### src/logic/osd_pkg.sv
package osd_pkg;
  localparam int OSD_CHANNELS = 8;
  localparam int OSD_PAR_CHANNELS = 4;
  localparam logic [7:0] OSD_CMD_RESET = 8'h00;
  localparam logic [7:0] OSD_DIAG_RESET = 8'h00;
  localparam logic [3:0] OSD_BITCNT_RESET = 4'h0;
  localparam logic [3:0] OSD_BITCNT_LAST = 4'h7;
endpackage

### src/logic/osd_sync_if.sv
// synchronised serial pins and edge strobes between sampler and core
interface osd_sync_if;
  logic cs_n_level;
  logic cs_fall;
  logic cs_rise;
  logic sck_rise;
  logic sck_fall;
  logic si_level;
  modport sampler (output cs_n_level, cs_fall, cs_rise, sck_rise,
    sck_fall, si_level);
  modport core (input cs_n_level, cs_fall, cs_rise, sck_rise,
    sck_fall, si_level);
endinterface

### src/logic/osd_diag_core.sv
// Operation
// - fault output pulled low as soon as any channel reports an error
// - channel faults latch into the diagnosis register until cleared
// - serial data output released while chip select is high
// - while chip select low, all diagnosis bits shift out serially
// - rising chip select clears all latched error bits
// - no fault reports the command bit; fault reports its inverse
// - channel off with drain below threshold reports high (here only while program pin is high)
// - channels 1-4 on by parallel input only: high is fault
// - serial bit high on channels 1-4: encode against serial bit
// - channels 1-4 on when parallel input or serial bit is high
// - open-load pull-downs enabled while program pin is high
// - falling chip select loads diagnostic status into shift register
// - bits leave msb first, changing after each serial clock rise
// - diagnostic bit n belongs to channel n+1, bit 7 first
module osd_diag_core
  import osd_pkg::*;
#(
  parameter int CHANNELS = OSD_CHANNELS,
  parameter int PAR_CHANNELS = OSD_PAR_CHANNELS
)
(
  input wire logic clk,
  input wire logic reset_n,
  input wire logic cs_n_pin,
  input wire logic sck_pin,
  input wire logic si_pin,
  input wire logic [PAR_CHANNELS-1:0] parallel_on_pin,
  input wire logic [CHANNELS-1:0] drain_high_pin,
  input wire logic [CHANNELS-1:0] overload_pin,
  input wire logic open_load_detect_enable_pin,
  output logic so_out,
  output logic so_oe,
  output logic fault_n_out,
  output logic fault_n_oe,
  output logic [CHANNELS-1:0] channel_on,
  output logic open_load_sink_enable
);
  osd_sync_if sync ();

  logic [PAR_CHANNELS-1:0] par_s1_reg;
  logic [PAR_CHANNELS-1:0] par_s2_reg;
  logic [CHANNELS-1:0] drain_s1_reg;
  logic [CHANNELS-1:0] drain_s2_reg;
  logic [CHANNELS-1:0] ovl_s1_reg;
  logic [CHANNELS-1:0] ovl_s2_reg;
  logic ol_s1_reg;
  logic ol_s2_reg;

  logic [CHANNELS-1:0] cmd_reg;
  logic [CHANNELS-1:0] cmd_next;
  logic [CHANNELS-1:0] in_shift_reg;
  logic [CHANNELS-1:0] in_shift_next;
  logic [CHANNELS-1:0] out_shift_reg;
  logic [CHANNELS-1:0] out_shift_next;
  logic [CHANNELS-1:0] err_reg;
  logic [CHANNELS-1:0] err_next;
  logic so_reg;
  logic so_next;
  logic so_oe_reg;
  logic fault_n_reg;
  logic [CHANNELS-1:0] on_reg;

  wire [CHANNELS-1:0] par_ext;
  wire [CHANNELS-1:0] on_now;
  wire [CHANNELS-1:0] fault_now;
  wire [CHANNELS-1:0] diag_word;
  wire [CHANNELS-1:0] off_low;
  wire [CHANNELS-1:0] on_high;
  wire sck_rise_sel;
  wire sck_fall_sel;
  wire frame_full;
  wire cmd_load;

  // frame progress: idle until the first sck fall, full after a word
  typedef enum logic [1:0] {
    OSD_FRAME_IDLE,
    OSD_FRAME_SHIFT,
    OSD_FRAME_FULL
  } osd_frame_type;

  osd_frame_type frame_reg;
  osd_frame_type frame_next;
  logic [3:0] bit_count_reg;
  logic [3:0] bit_count_next;

  // one left shift with a new lsb, shared by the command and diagnostic
  // shifters so both agree on msb-first order
  function automatic logic [CHANNELS-1:0] shift_up(
    input logic [CHANNELS-1:0] word,
    input logic bit_in
  );
    shift_up = {word[CHANNELS-2:0], bit_in};
  endfunction

  // saturating bit counter step; a run of extra clocks cannot wrap it
  function automatic logic [3:0] count_up(input logic [3:0] count);
    count_up = (count == OSD_BITCNT_LAST) ? count : 4'(count + 4'h1);
  endfunction

  osd_pin_sampler u_sampler (
    .clk(clk),
    .reset_n(reset_n),
    .cs_n_pin(cs_n_pin),
    .sck_pin(sck_pin),
    .si_pin(si_pin),
    .sync(sync)
  );

  // status pins come from the analog side, so they are synchronised too;
  // this first stage may go metastable, so only the second stage reads it
  always_ff @(posedge clk)
  begin
    if (!reset_n)
    begin
      par_s1_reg <= '0;
      drain_s1_reg <= '0;
      ovl_s1_reg <= '0;
      ol_s1_reg <= 1'b1;
    end
    else
    begin
      par_s1_reg <= parallel_on_pin;
      drain_s1_reg <= drain_high_pin;
      ovl_s1_reg <= overload_pin;
      ol_s1_reg <= open_load_detect_enable_pin;
    end
  end

  // second stage; the program pin resets high to match its pull-up
  always_ff @(posedge clk)
  begin
    if (!reset_n)
    begin
      par_s2_reg <= '0;
      drain_s2_reg <= '0;
      ovl_s2_reg <= '0;
      ol_s2_reg <= 1'b1;
    end
    else
    begin
      par_s2_reg <= par_s1_reg;
      drain_s2_reg <= drain_s1_reg;
      ovl_s2_reg <= ovl_s1_reg;
      ol_s2_reg <= ol_s1_reg;
    end
  end

  // parallel control only exists on the low channels
  assign par_ext = {{(CHANNELS-PAR_CHANNELS){1'b0}}, par_s2_reg};
  assign on_now = cmd_reg | par_ext;

  // drain sensing: off and low means open load or short to ground,
  // which is only visible while the pull-downs are enabled
  assign off_low = ~on_now & ~drain_s2_reg &
    {CHANNELS{ol_s2_reg}};
  assign on_high = on_now & (drain_s2_reg | ovl_s2_reg);
  assign fault_now = off_low | on_high;

  // diagnostic encoding: command bit, inverted when the channel faulted.
  // a low serial bit means the parallel-only case reads high on fault.
  assign diag_word = cmd_reg ^ err_reg;

  // serial clock edges only count while the device is selected
  assign sck_rise_sel = sync.sck_rise & ~sync.cs_n_level;
  assign sck_fall_sel = sync.sck_fall & ~sync.cs_n_level;
  assign frame_full = (frame_reg == OSD_FRAME_FULL);
  // a cut frame leaves a part word in the shifter, so it never loads
  assign cmd_load = sync.cs_rise & frame_full;

  // serial command capture on falling sck, msb first
  assign in_shift_next = sck_fall_sel ?
    shift_up(in_shift_reg, sync.si_level) : in_shift_reg;
  assign cmd_next = cmd_load ? in_shift_reg : cmd_reg;

  // error latch: new faults win over the clear on the same edge
  assign err_next = (sync.cs_rise ? '0 : err_reg) | fault_now;

  // diagnostic shifter: load at select fall, shift after sck rise
  assign out_shift_next = sync.cs_fall ? diag_word :
    sck_rise_sel ? shift_up(out_shift_reg, 1'b0) :
    out_shift_reg;
  assign so_next = sync.cs_fall ? diag_word[CHANNELS-1] :
    sck_rise_sel ? out_shift_reg[CHANNELS-2] : so_reg;

  // frame tracker; select edges restart it, so each frame counts afresh
  always_comb
  begin
    frame_next = frame_reg;
    bit_count_next = bit_count_reg;
    if (sync.cs_fall || sync.cs_rise)
    begin
      frame_next = OSD_FRAME_IDLE;
      bit_count_next = OSD_BITCNT_RESET;
    end
    else if (sck_fall_sel)
    begin
      case (frame_reg)
        OSD_FRAME_IDLE:
        begin
          frame_next = OSD_FRAME_SHIFT;
          bit_count_next = OSD_BITCNT_RESET;
        end
        OSD_FRAME_SHIFT:
        begin
          bit_count_next = count_up(bit_count_reg);
          if (bit_count_next == OSD_BITCNT_LAST)
          begin
            frame_next = OSD_FRAME_FULL;
          end
        end
        OSD_FRAME_FULL:
        begin
          frame_next = OSD_FRAME_FULL; // extra bits keep the last word
        end
        default:
        begin
          frame_next = OSD_FRAME_IDLE;
          bit_count_next = OSD_BITCNT_RESET;
        end
      endcase
    end
  end

  // frame state registers
  always_ff @(posedge clk)
  begin
    if (!reset_n)
    begin
      frame_reg <= OSD_FRAME_IDLE;
      bit_count_reg <= OSD_BITCNT_RESET;
    end
    else
    begin
      frame_reg <= frame_next;
      bit_count_reg <= bit_count_next;
    end
  end

  always_ff @(posedge clk)
  begin
    if (!reset_n)
    begin
      in_shift_reg <= OSD_CMD_RESET;
      cmd_reg <= OSD_CMD_RESET;
      err_reg <= OSD_DIAG_RESET;
      out_shift_reg <= OSD_DIAG_RESET;
      so_reg <= 1'b0;
    end
    else
    begin
      in_shift_reg <= in_shift_next;
      cmd_reg <= cmd_next;
      err_reg <= err_next;
      out_shift_reg <= out_shift_next;
      so_reg <= so_next;
    end
  end

  // serial output enable, one clock behind the synced select level
  always_ff @(posedge clk)
  begin
    if (!reset_n)
    begin
      so_oe_reg <= 1'b0;
    end
    else
    begin
      so_oe_reg <= ~sync.cs_n_level;
    end
  end

  // fault flag follows the next error word, so a set is never missed
  always_ff @(posedge clk)
  begin
    if (!reset_n)
    begin
      fault_n_reg <= 1'b1;
    end
    else
    begin
      fault_n_reg <= ~(|err_next);
    end
  end

  // channel drive; registered so a pin change cannot glitch the load
  always_ff @(posedge clk)
  begin
    if (!reset_n)
    begin
      on_reg <= '0;
    end
    else
    begin
      on_reg <= on_now;
    end
  end

  assign so_out = so_reg;
  assign so_oe = so_oe_reg;
  // open drain: only ever drives low
  assign fault_n_out = 1'b0;
  assign fault_n_oe = ~fault_n_reg;
  assign channel_on = on_reg;
  assign open_load_sink_enable = ol_s2_reg;
endmodule // osd_diag_core

### src/logic/osd_pin_sampler.sv
// two-flop sampling of serial pins plus edge detection on the third stage
module osd_pin_sampler
  import osd_pkg::*;
(
  input wire logic clk,
  input wire logic reset_n,
  input wire logic cs_n_pin,
  input wire logic sck_pin,
  input wire logic si_pin,
  osd_sync_if.sampler sync
);
  logic [2:0] cs_reg;
  logic [2:0] sck_reg;
  logic [1:0] si_reg;

  // shift chains; only stage 1 and later are read by logic
  always_ff @(posedge clk)
  begin
    if (!reset_n)
    begin
      cs_reg <= 3'h7;
      sck_reg <= 3'h0;
      si_reg <= 2'h0;
    end
    else
    begin
      cs_reg <= {cs_reg[1:0], cs_n_pin};
      sck_reg <= {sck_reg[1:0], sck_pin};
      si_reg <= {si_reg[0], si_pin};
    end
  end

  assign sync.cs_n_level = cs_reg[1];
  assign sync.cs_fall = cs_reg[2] & ~cs_reg[1];
  assign sync.cs_rise = ~cs_reg[2] & cs_reg[1];
  assign sync.sck_rise = ~sck_reg[2] & sck_reg[1];
  assign sync.sck_fall = sck_reg[2] & ~sck_reg[1];
  assign sync.si_level = si_reg[1];
endmodule // osd_pin_sampler

### config.mk
export PLATFORM = sky130hd
export DESIGN_NAME = osd_diag_core
export DESIGN_NICKNAME = d
export VERILOG_FILES = /design/src/logic/osd_pkg.sv /design/src/logic/osd_sync_if.sv /design/src/logic/osd_diag_core.sv /design/src/logic/osd_pin_sampler.sv
export SDC_FILE = /design/constraint.sdc
export NUM_CORES = 1
export LEC_CHECK = 0
export ABC_CLOCK_PERIOD_IN_PS = 1500
export BUFFER_PORTS_ARGS = -buffer_cell sky130_fd_sc_hd__buf_2
export CAP_MARGIN = 20
export CORE_MARGIN = 2
export CORE_UTILIZATION = 51
export CTS_CLUSTER_DIAMETER = 200
export CTS_CLUSTER_SIZE = 24
export DETAILED_ROUTE_END_ITERATION = 10
export GPL_ROUTABILITY_DRIVEN = 0
export PLACE_DENSITY = 0.78
export SLEW_MARGIN = 20
export SYNTH_ARGS = -nofsm -noshare
export SYNTH_HDL_FRONTEND = slang
export SYNTH_SLANG_ARGS = --single-unit
### constraint.sdc
create_clock -name clk -period 1.5 [get_ports clk]
set_input_delay 0.075 -clock clk [delete_from_list [all_inputs] [get_ports clk]]
set_output_delay 0.075 -clock clk [all_outputs]
set_load 0.01 [all_outputs]
# Yosys cells after proc, flatten, opt, wreduce, memory -nomap -nowiden
# Index checks and enable logic that the tools add are counted.
[totals] reg_bits=98 in_bits=26 out_inout_bits=13 wordCells=68
[op_classes] reduce_logical=7 add_sub_neg=1 mux=9 n_eq_ne=5 n_bitwise=25
[op_table] op="AND 8 bit" count=3
[op_table] op="bitwise OR 8 bit" count=3
[op_table] op="inverter 8 bit" count=2
[op_table] op="2-to-1 mux 7 bit" count=2
[op_table] op="== test 4 x 3 -> 1 bit, second input constant" count=2
[op_table] op="2-to-1 mux 8 bit" count=1
[op_table] op="inverter 1 bit" count=8
[op_table] op="bitwise OR 8 x 4 -> 8 bit" count=1
[op_table] op="one-hot mux 4 bit (2 select lines)" count=1
[op_table] op="OR reduction 8 bit" count=1
[op_table] op="XOR 8 bit" count=1
[op_table] op="AND 1 bit" count=7
[op_table] op="one-hot mux 2 bit (3 select lines)" count=1
[op_table] op="adder 4 x 1 -> 4 bit, second input constant" count=1
[op_table] op="2-to-1 mux 4 bit" count=1
[op_table] op="AND reduction 2 bit" count=2
[op_table] op="== test 2 x 1 -> 1 bit, second input constant" count=1
[op_table] op="== test 2 bit, second input constant" count=1
[op_table] op="zero test 2 bit" count=1
[op_table] op="2-to-1 mux 1 bit" count=2
[op_table] op="2-to-1 mux 2 bit" count=1
[op_table] op="inequality test 2 bit, second input constant" count=1
[op_table] op="nonzero test 2 bit" count=1
[op_table] op="OR reduction 2 bit" count=1
[op_table] op="logical OR 1 bit" count=1

# Logic depth before layout (Yosys ltp)
# Gate-level depths: netlist (run 1).
[depth] word_depth=8 mapped_depth=7

# Hierarchy
# From an unflattened synthesis (run 1), not the netlist that was laid out.
[hier_totals] hier_cells=348 area_unflattened_um2=3517.1
[modules_own_cells] module="osd_diag_core" cells_per_inst=328 n_inst=1 area_per_inst_um2=3281.9
[modules_own_cells] module="osd_pin_sampler" cells_per_inst=20 n_inst=1 area_per_inst_um2=235.2

# Least setup slack after synthesis (run 1)
# No wires, ideal clock.
[synth_path] path_kind="register to register" from="register frame_reg[0]" to="register bit_count_reg[1]" synth_period_minus_slack_ns=1.628 setup_time_ns=0.119 setup_slack_ns=-0.128 arrival_time_ns=1.509 required_time_ns=1.381 path_stages_with_launch=7 path_cell_list="dfxtp_1 inv_1 ha_1 or4b_4 a21o_1 a22oi_1 nor2_1"
[synth_between] elab_chain_len=3 elab_cells_between_ends=5 cone_classes="2 x eq/ne; 1 x mux; 1 x bitwise; 1 x reduce/logical"
[synth_rtl] item="start, declared" line_no="osd_diag_core.sv:82" text="osd_frame_type frame_reg;"
[synth_rtl] item="start signal, assigned" line_no="osd_diag_core.sv:235" text="frame_reg <= frame_next;"
[synth_rtl] item="== test 2 bit" line_no="osd_diag_core.sv:198" text="case (frame_reg)"
[synth_rtl] item="inverter 1 bit (no line)"
[synth_rtl] item="AND reduction 2 bit (no line)"
[synth_rtl] item="end signal, assigned" line_no="osd_diag_core.sv:236" text="bit_count_reg <= bit_count_next;"
[synth_rtl] item="end, declared" line_no="osd_diag_core.sv:84" text="logic [3:0] bit_count_reg;"
# Parallel ways exist; a longest one is shown, timed or not.
# A chain may end at the register's enable or synchronous reset.

# Worst setup path in the final report (run 1)
# Ends and elaborated chain as after synthesis.

==> results of run 1 <==
## final cells by class
class                   count  area, sq um
multi-input cells         212         1550
clock buffers               9          124
well taps                  80          100
inverters                   8         30.0
fillers                   528         2260
flip-flops and latches     98         1970
repair buffers             82          594
clock inverters             7         91.3
## how the worst min path moves through the flow
stage,start,to,slack [ns],cells past startpoint
final,reset_n,open_load_sink_enable$_SDFF_PN1_,0.09,2
after global routing,reset_n,open_load_sink_enable$_SDFF_PN1_,0.11,2
after CTS,reset_n,open_load_sink_enable$_SDFF_PN1_,0.07,2
after detailed placement,open_load_detect_enable_pin,ol_s1_reg$_SDFF_PN1_,0.26,2
after global placement,open_load_detect_enable_pin,ol_s1_reg$_SDFF_PN1_,0.26,2
after floorplan,open_load_detect_enable_pin,ol_s1_reg$_SDFF_PN1_,0.18,1
## routing by layer
layer	GRT usage, %	up-vias	share of wire, %
met5	0	-	0
met4	7.81	0	1.8
met3	3.60	9	3.2
met2	30.6	49	49
met1	22.5	1139	46
li1	-	1276	-
## worst max-delay path: stages, from the launching register on
cell and delay (ns):
dfxtp_2 0.35, inv_2 0.05, ha_4 0.15, or4b_4 0.49
a21o_1 0.20, a22oi_2 0.17, nor2_1 0.06
## cells in the mapped netlist (2+ instances only)
cell	count	area share, %
mux2_2	7	2.2
or4_1	2	0.43
xnor2_1	8	2.0
o21a_1	4	0.85
nor2_1	2	0.21
o211a_1	7	2.0
and2_1	58	10
ha_1	6	2.1
inv_1	8	0.85
nand3_1	17	2.4
a21boi_0	8	1.7
nor3b_1	2	0.43
a21o_1	2	0.43
dfxtp_1	98	56
o21ai_0	6	0.85
or4b_2	4	1.1
nand2_1	21	2.2
mux2i_1	9	2.6
a21oi_1	6	0.85
nand2b_1	12	2.1
nor3_1	2	0.28
nor3b_2	2	0.71
buf_4	2	0.43
nor2b_1	10	1.8
o22ai_1	4	0.71
clkbuf_1	12	1.3
o311ai_0	3	0.75
o311ai_1	2	0.50
## kinds of logic after synthesis
kind of cell               after synthesis  synth area share [%]
DFF                                     98                  55.7
xor gates and xnor gates                 9                  2.24
AOI/OAI and AO/OA                       45                  9.28
muxes                                   16                  4.80
other                                    1                 0.107
buffers and inverters                   24                  2.81
and+or+nand+nor                        135                  22.9
adders and majority gates                6                  2.13
## cells in the final DEF (no fill, tap or decap), types with 3 or more instances in the layout
| master | count |
|---|---|
| ha_4 | 3 |
| a21oi_1 | 6 |
| buf_6 | 3 |
| dfxtp_2 | 4 |
| dlygate4sd3_1 | 24 |
| clkbuf_8 | 9 |
| mux2i_1 | 9 |
| or4b_2 | 4 |
| buf_4 | 18 |
| nand3_1 | 17 |
| o211a_1 | 7 |
| and2_1 | 58 |
| o21ai_0 | 5 |
| inv_1 | 6 |
| o21a_1 | 4 |
| a21boi_0 | 8 |
| clkinv_8 | 3 |
| nand2_1 | 20 |
| dfxtp_1 | 94 |
| o22ai_1 | 4 |
| o311ai_1 | 4 |
| xnor2_1 | 8 |
| mux2_4 | 7 |
| nand2b_1 | 12 |
| nor2b_1 | 10 |
| inv_8 | 3 |
| buf_2 | 37 |
## repair_timing
action / 4_1_cts / 5_1_grt
setup buffers: 2 / 2
endpoints found under the hold margin: 24 / 0
pin swaps: 2 / 1
gates resized for setup: 6 / 23
gates cloned: 0 / 0
endpoints found under the setup margin: 5 / 15
hold buffers: 24 / 0
## stage by stage
step | hold WS (ns) | instances | utilization (%)
after floorplan | 0.176 | 334 | -
after global placement | 0.257 | 452 | 57.7
after detailed placement | 0.260 | 452 | 57.7
after CTS | 0.0727 | 494 | 65.0
after global routing | 0.108 | 496 | 66.4
final | 0.0868 | 496 | 66.4
## report_power, final
group / total, mW / switching [mW] / internal [mW]
Sequential: 2.74 / 0.0431 / 2.70
Combinational: 0.300 / 0.117 / 0.183
Clock: 1.72 / 1.03 / 0.685
Total: 4.76 / 1.19 / 3.56
==> results.ini, run 1 <==
[cts]
h-tree-depth = 3
root_buffer = clkbuf_8
path_clk_slew_ns = 0.10
clock-sinks = 98
numCtsBuffers = 9
cts_max_path_buffers = 2
cts_tree = yes
clk_latency_ns = 0.37

[timing]
hold_viol = 0
max_freq_mhz = 633
skew_ns = 0.0108
setup_ws_ns = -0.0808
fin_crit_ns = 1.58
finalSetupTns_ns = -0.220
setup_viol = 4
slew_viol_final = 0
rsz0062_at_grt = yes
fin_crit_sh_pct = 105

[pwr]
powerDensity_nw_per_um2 = 1070
p_leak_nw = 1.86
total_power_mw = 4.76
ir_drop_mv = 0.859

[routing]
vias = 2473
wl_per_cell_microns = 13.2
first_iter_violations = 138
wl_microns = 6550
ant_nets = 0
drc = 0
first_pass_iters = 5
via_per_inst = 4.99

[global_route]
overflow = 0
grt_max_degree = 30
antenna_found_initial = 0
grt_use_total_pct = 18.1
first_global_vias = 2366
grt_first_pass_wirelength_microns = 10600

[synthesis]
ys_async_sr_fraction_pct = 0
seq_area_frac_synth_pct = 55.7
syn_avg_cell_area_sq_um = 10.5
ys_warn_count = 0
syn_inst = 334
synth_top_flop_cell = dfxtp_1
synth.cell_area_sq_um = 3520
ys_seq_elements = 98
synth_cell_types = 38
syn_nets = 366
synth_edf_count = 0

[placed_design]
port_buffers = 37
placed_area_sq_um = 3880
dp_hpwl_microns = 4190
place_ws_ns = -0.172

[floorplanning]
chipWidth_microns = 87.1
die-area_sq_um = 7580
io_pins = 39
coreArea_sq_um = 6720
num_rows = 30
initial_core_util_pct = 52.4
die_h_microns = 87.1

[worst_setup_path]
worst-setup-path-type = register to register
crit_end = bit_count_reg[1]$_SDFFE_PP0P_
r2r-end = bit_count_reg[1]$_SDFFE_PP0P_
endpoint_kind = register
worstReg2RegStart = frame_reg[0]$_SDFFE_PP0P_
cp.required_ns = 1.75
path_max_fanout = 3
arrival_ns = 1.83
r2r_setup_slack_ns = -0.08
cp-startpoint = frame_reg[0]$_SDFFE_PP0P_
reg2reg_depth = 6
startpoint_type = register

[final_layout]
syn2layout_area_growth_pct = 26.7
antenna_cells = 0
drive_above_1_share_pct = 24.5
nNetsFinal = 443
finalInstanceArea_sq_um = 4460

[run]
max_cap_violations = 0

[status]
violations = setup timing
status = finished with violations

[hold_path]
min_path_type = primary input to register

Note: power is estimated with default switching activity, not from simulation.
==> run 2: changes to the inputs <==
- SKIP_CTS_REPAIR_TIMING: unset -> 1
- TNS_END_PERCENT: unset -> 100
==> results.ini, run 2 (synthesized netlist as in run 1, its figures left out) <==
[routing]
wl_microns = 6320  ; -3.4%
wl_per_cell_microns = 12.8  ; -2.8%
first_iter_violations = 139  ; +0.72%
vias = 2407  ; -2.7%
first_pass_iters = 4  ; -1
via_per_inst = 4.88  ; -2.1%
ant_nets = 0  ; unchanged
drc = 0  ; unchanged

[pwr]
total_power_mw = 4.74  ; -0.50%
powerDensity_nw_per_um2 = 1080  ; +0.77%
p_leak_nw = 1.84  ; -1.1%
ir_drop_mv = 0.864  ; +0.62%

[global_route]
grt_max_degree = 30  ; unchanged
grt_use_total_pct = 16.5  ; -1.7 points
first_global_vias = 2132  ; -9.9%
grt_first_pass_wirelength_microns = 9670  ; -8.9%
antenna_found_initial = 0  ; unchanged
overflow = 0  ; unchanged

[floorplanning]
die-area_sq_um = 7580  ; unchanged
coreArea_sq_um = 6720  ; unchanged
chipWidth_microns = 87.1  ; unchanged
io_pins = 39  ; unchanged
initial_core_util_pct = 52.4  ; unchanged
die_h_microns = 87.1  ; unchanged
num_rows = 30  ; unchanged

[status]
violations = setup timing
status = finished with violations

[worst_setup_path]
reg2reg_depth = 6  ; unchanged
crit_path_max_incr_delay_ns = 0.51  ; +0.02 ns
cp_cell_sequence = inv_2 > ha_4 > or4b_4 > a21o_1 > a22oi_2 > nor2_1
path_max_fanout = 4  ; +1
worst-setup-path-type = register to register
worstReg2RegStart = frame_reg[0]$_SDFFE_PP0P_
r2r_setup_slack_ns = -0.1  ; -0.02 ns
cp.required_ns = 1.75  ; about the same
cp_slowest_cell = or4b_4
startpoint_type = register
r2r-end = bit_count_reg[1]$_SDFFE_PP0P_
arrival_ns = 1.85  ; +0.02 ns
endpoint_kind = register

[timing]
setup_viol = 3  ; -1
rsz0062_at_grt = yes
skew_ns = 0.00990  ; -0.000895 ns
hold_ws_ns = 0.0878  ; +0.000977 ns
hold_viol = 0  ; unchanged
max_freq_mhz = 626  ; -1.1%
fin_crit_ns = 1.60  ; +0.0178 ns
setup_ws_ns = -0.0986  ; -0.0178 ns
fin_crit_sh_pct = 107  ; +1.2 points
slew_viol_final = 0  ; unchanged

[cts]
cts_max_path_buffers = 2  ; unchanged
clock-sinks = 98  ; unchanged
h-tree-depth = 3  ; unchanged
cts_tree = yes
path_clk_slew_ns = 0.10  ; about the same
numCtsBuffers = 9  ; unchanged
root_buffer = clkbuf_8
clk_latency_ns = 0.36  ; about the same

[final_layout]
antenna_cells = 0  ; unchanged
final_common_cell = dfxtp_1
drive_above_1_share_pct = 23.0  ; -1.5 points
syn2layout_area_growth_pct = 25.1
final_cell_mix = dfxtp_1, and2_1, buf_2
nNetsFinal = 440  ; -0.68%

[hold_path]
min_to = open_load_sink_enable$_SDFF_PN1_
min_path_type = primary input to register
holdPathStages = 2  ; unchanged
min-delay-start = reset_n

[placed_design]
dp_hpwl_microns = 4190  ; unchanged
place_ws_ns = -0.172  ; unchanged
port_buffers = 37  ; unchanged

[run]
max_cap_violations = 0  ; unchanged

-- run 2: cell types whose count changed in the layout (fill, tap and decap cells not counted), moves of 2 or more --
cell,previous run,this run
dfxtp_2,4,2
mux2_4,7,1
mux2_2,0,6
dfxtp_1,94,96
o311ai_1,4,2
buf_6,3,1
o311ai_0,0,2
-- run 2: how the worst max path moves through the flow --
stage / endpoint / slack, ns / from / cells after the start
6_report: bit_count_reg[1]$_SDFFE_PP0P_ / -0.1 / frame_reg[0]$_SDFFE_PP0P_ / 6
5_1_grt: bit_count_reg[1]$_SDFFE_PP0P_ / -0.16 / frame_reg[0]$_SDFFE_PP0P_ / 6
4_1_cts: fault_n_reg$_SDFF_PN1_ / -0.20 / u_sampler.cs_reg[2]$_SDFF_PN1_ / 6
3_5_place_dp: frame_reg[0]$_SDFFE_PP0P_ / -0.17 / bit_count_reg[1]$_SDFFE_PP0P_ / 5
3_3_place_gp: fault_n_reg$_SDFF_PN1_ / -0.07 / u_sampler.cs_reg[2]$_SDFF_PN1_ / 6
2_1_floorplan: bit_count_reg[1]$_SDFFE_PP0P_ / -0.004 / frame_reg[0]$_SDFFE_PP0P_ / 6
-- run 2: where the power goes --
part | internal (mW) | switching [mW] | leakage [nW] | total [mW]
logic | 0.175 | 0.115 | 0.925 | 0.290
registers | 2.70 | 0.0414 | 0.805 | 2.74
clock network | 0.685 | 1.02 | 0.108 | 1.71
-- run 2: cell type report --
cell class | instances | area (sq um)
inverter | 8 | 30.0
fill | 540 | 2320
sequential | 98 | 1960
clock inverter | 7 | 91.3
clock buffer | 9 | 124
tap | 80 | 100
timing repair buffer | 79 | 564
multi-input combinational | 212 | 1530
-- run 2: routing by layer --
metal / GRT usage [%] / vias up / share of wire (%)
li1: - / 1265 / -
met2: 25.8 / 43 / 49
met3: 3.41 / 11 / 2.8
met1: 21.7 / 1088 / 47
met4: 7.95 / 0 / 1.9
met5: 0 / - / 0
-- run 2: critical path: cells and delay by family (launching register included) --
kind / cells / cell delay (ns)
AO/OA/AOI/OAI: 2 / 0.37
buffers and inverters: 1 / 0.05
AND/OR/NAND/NOR: 2 / 0.57
adder cells (fa/ha/maj): 1 / 0.15
flip-flops: 1 / 0.35
-- run 2: through the flow --
stage	cell area [sq um]	cells	setup TNS [ns]	util (%)
after floorplan	3530	334	-0.00369	-
after global placement	3880	452	-0.0870	57.7
after detailed placement	3880	452	-0.574	57.7
after CTS	4090	468	-0.680	60.9
after global routing	4400	493	-0.713	65.5
final	4400	493	-0.215	65.5
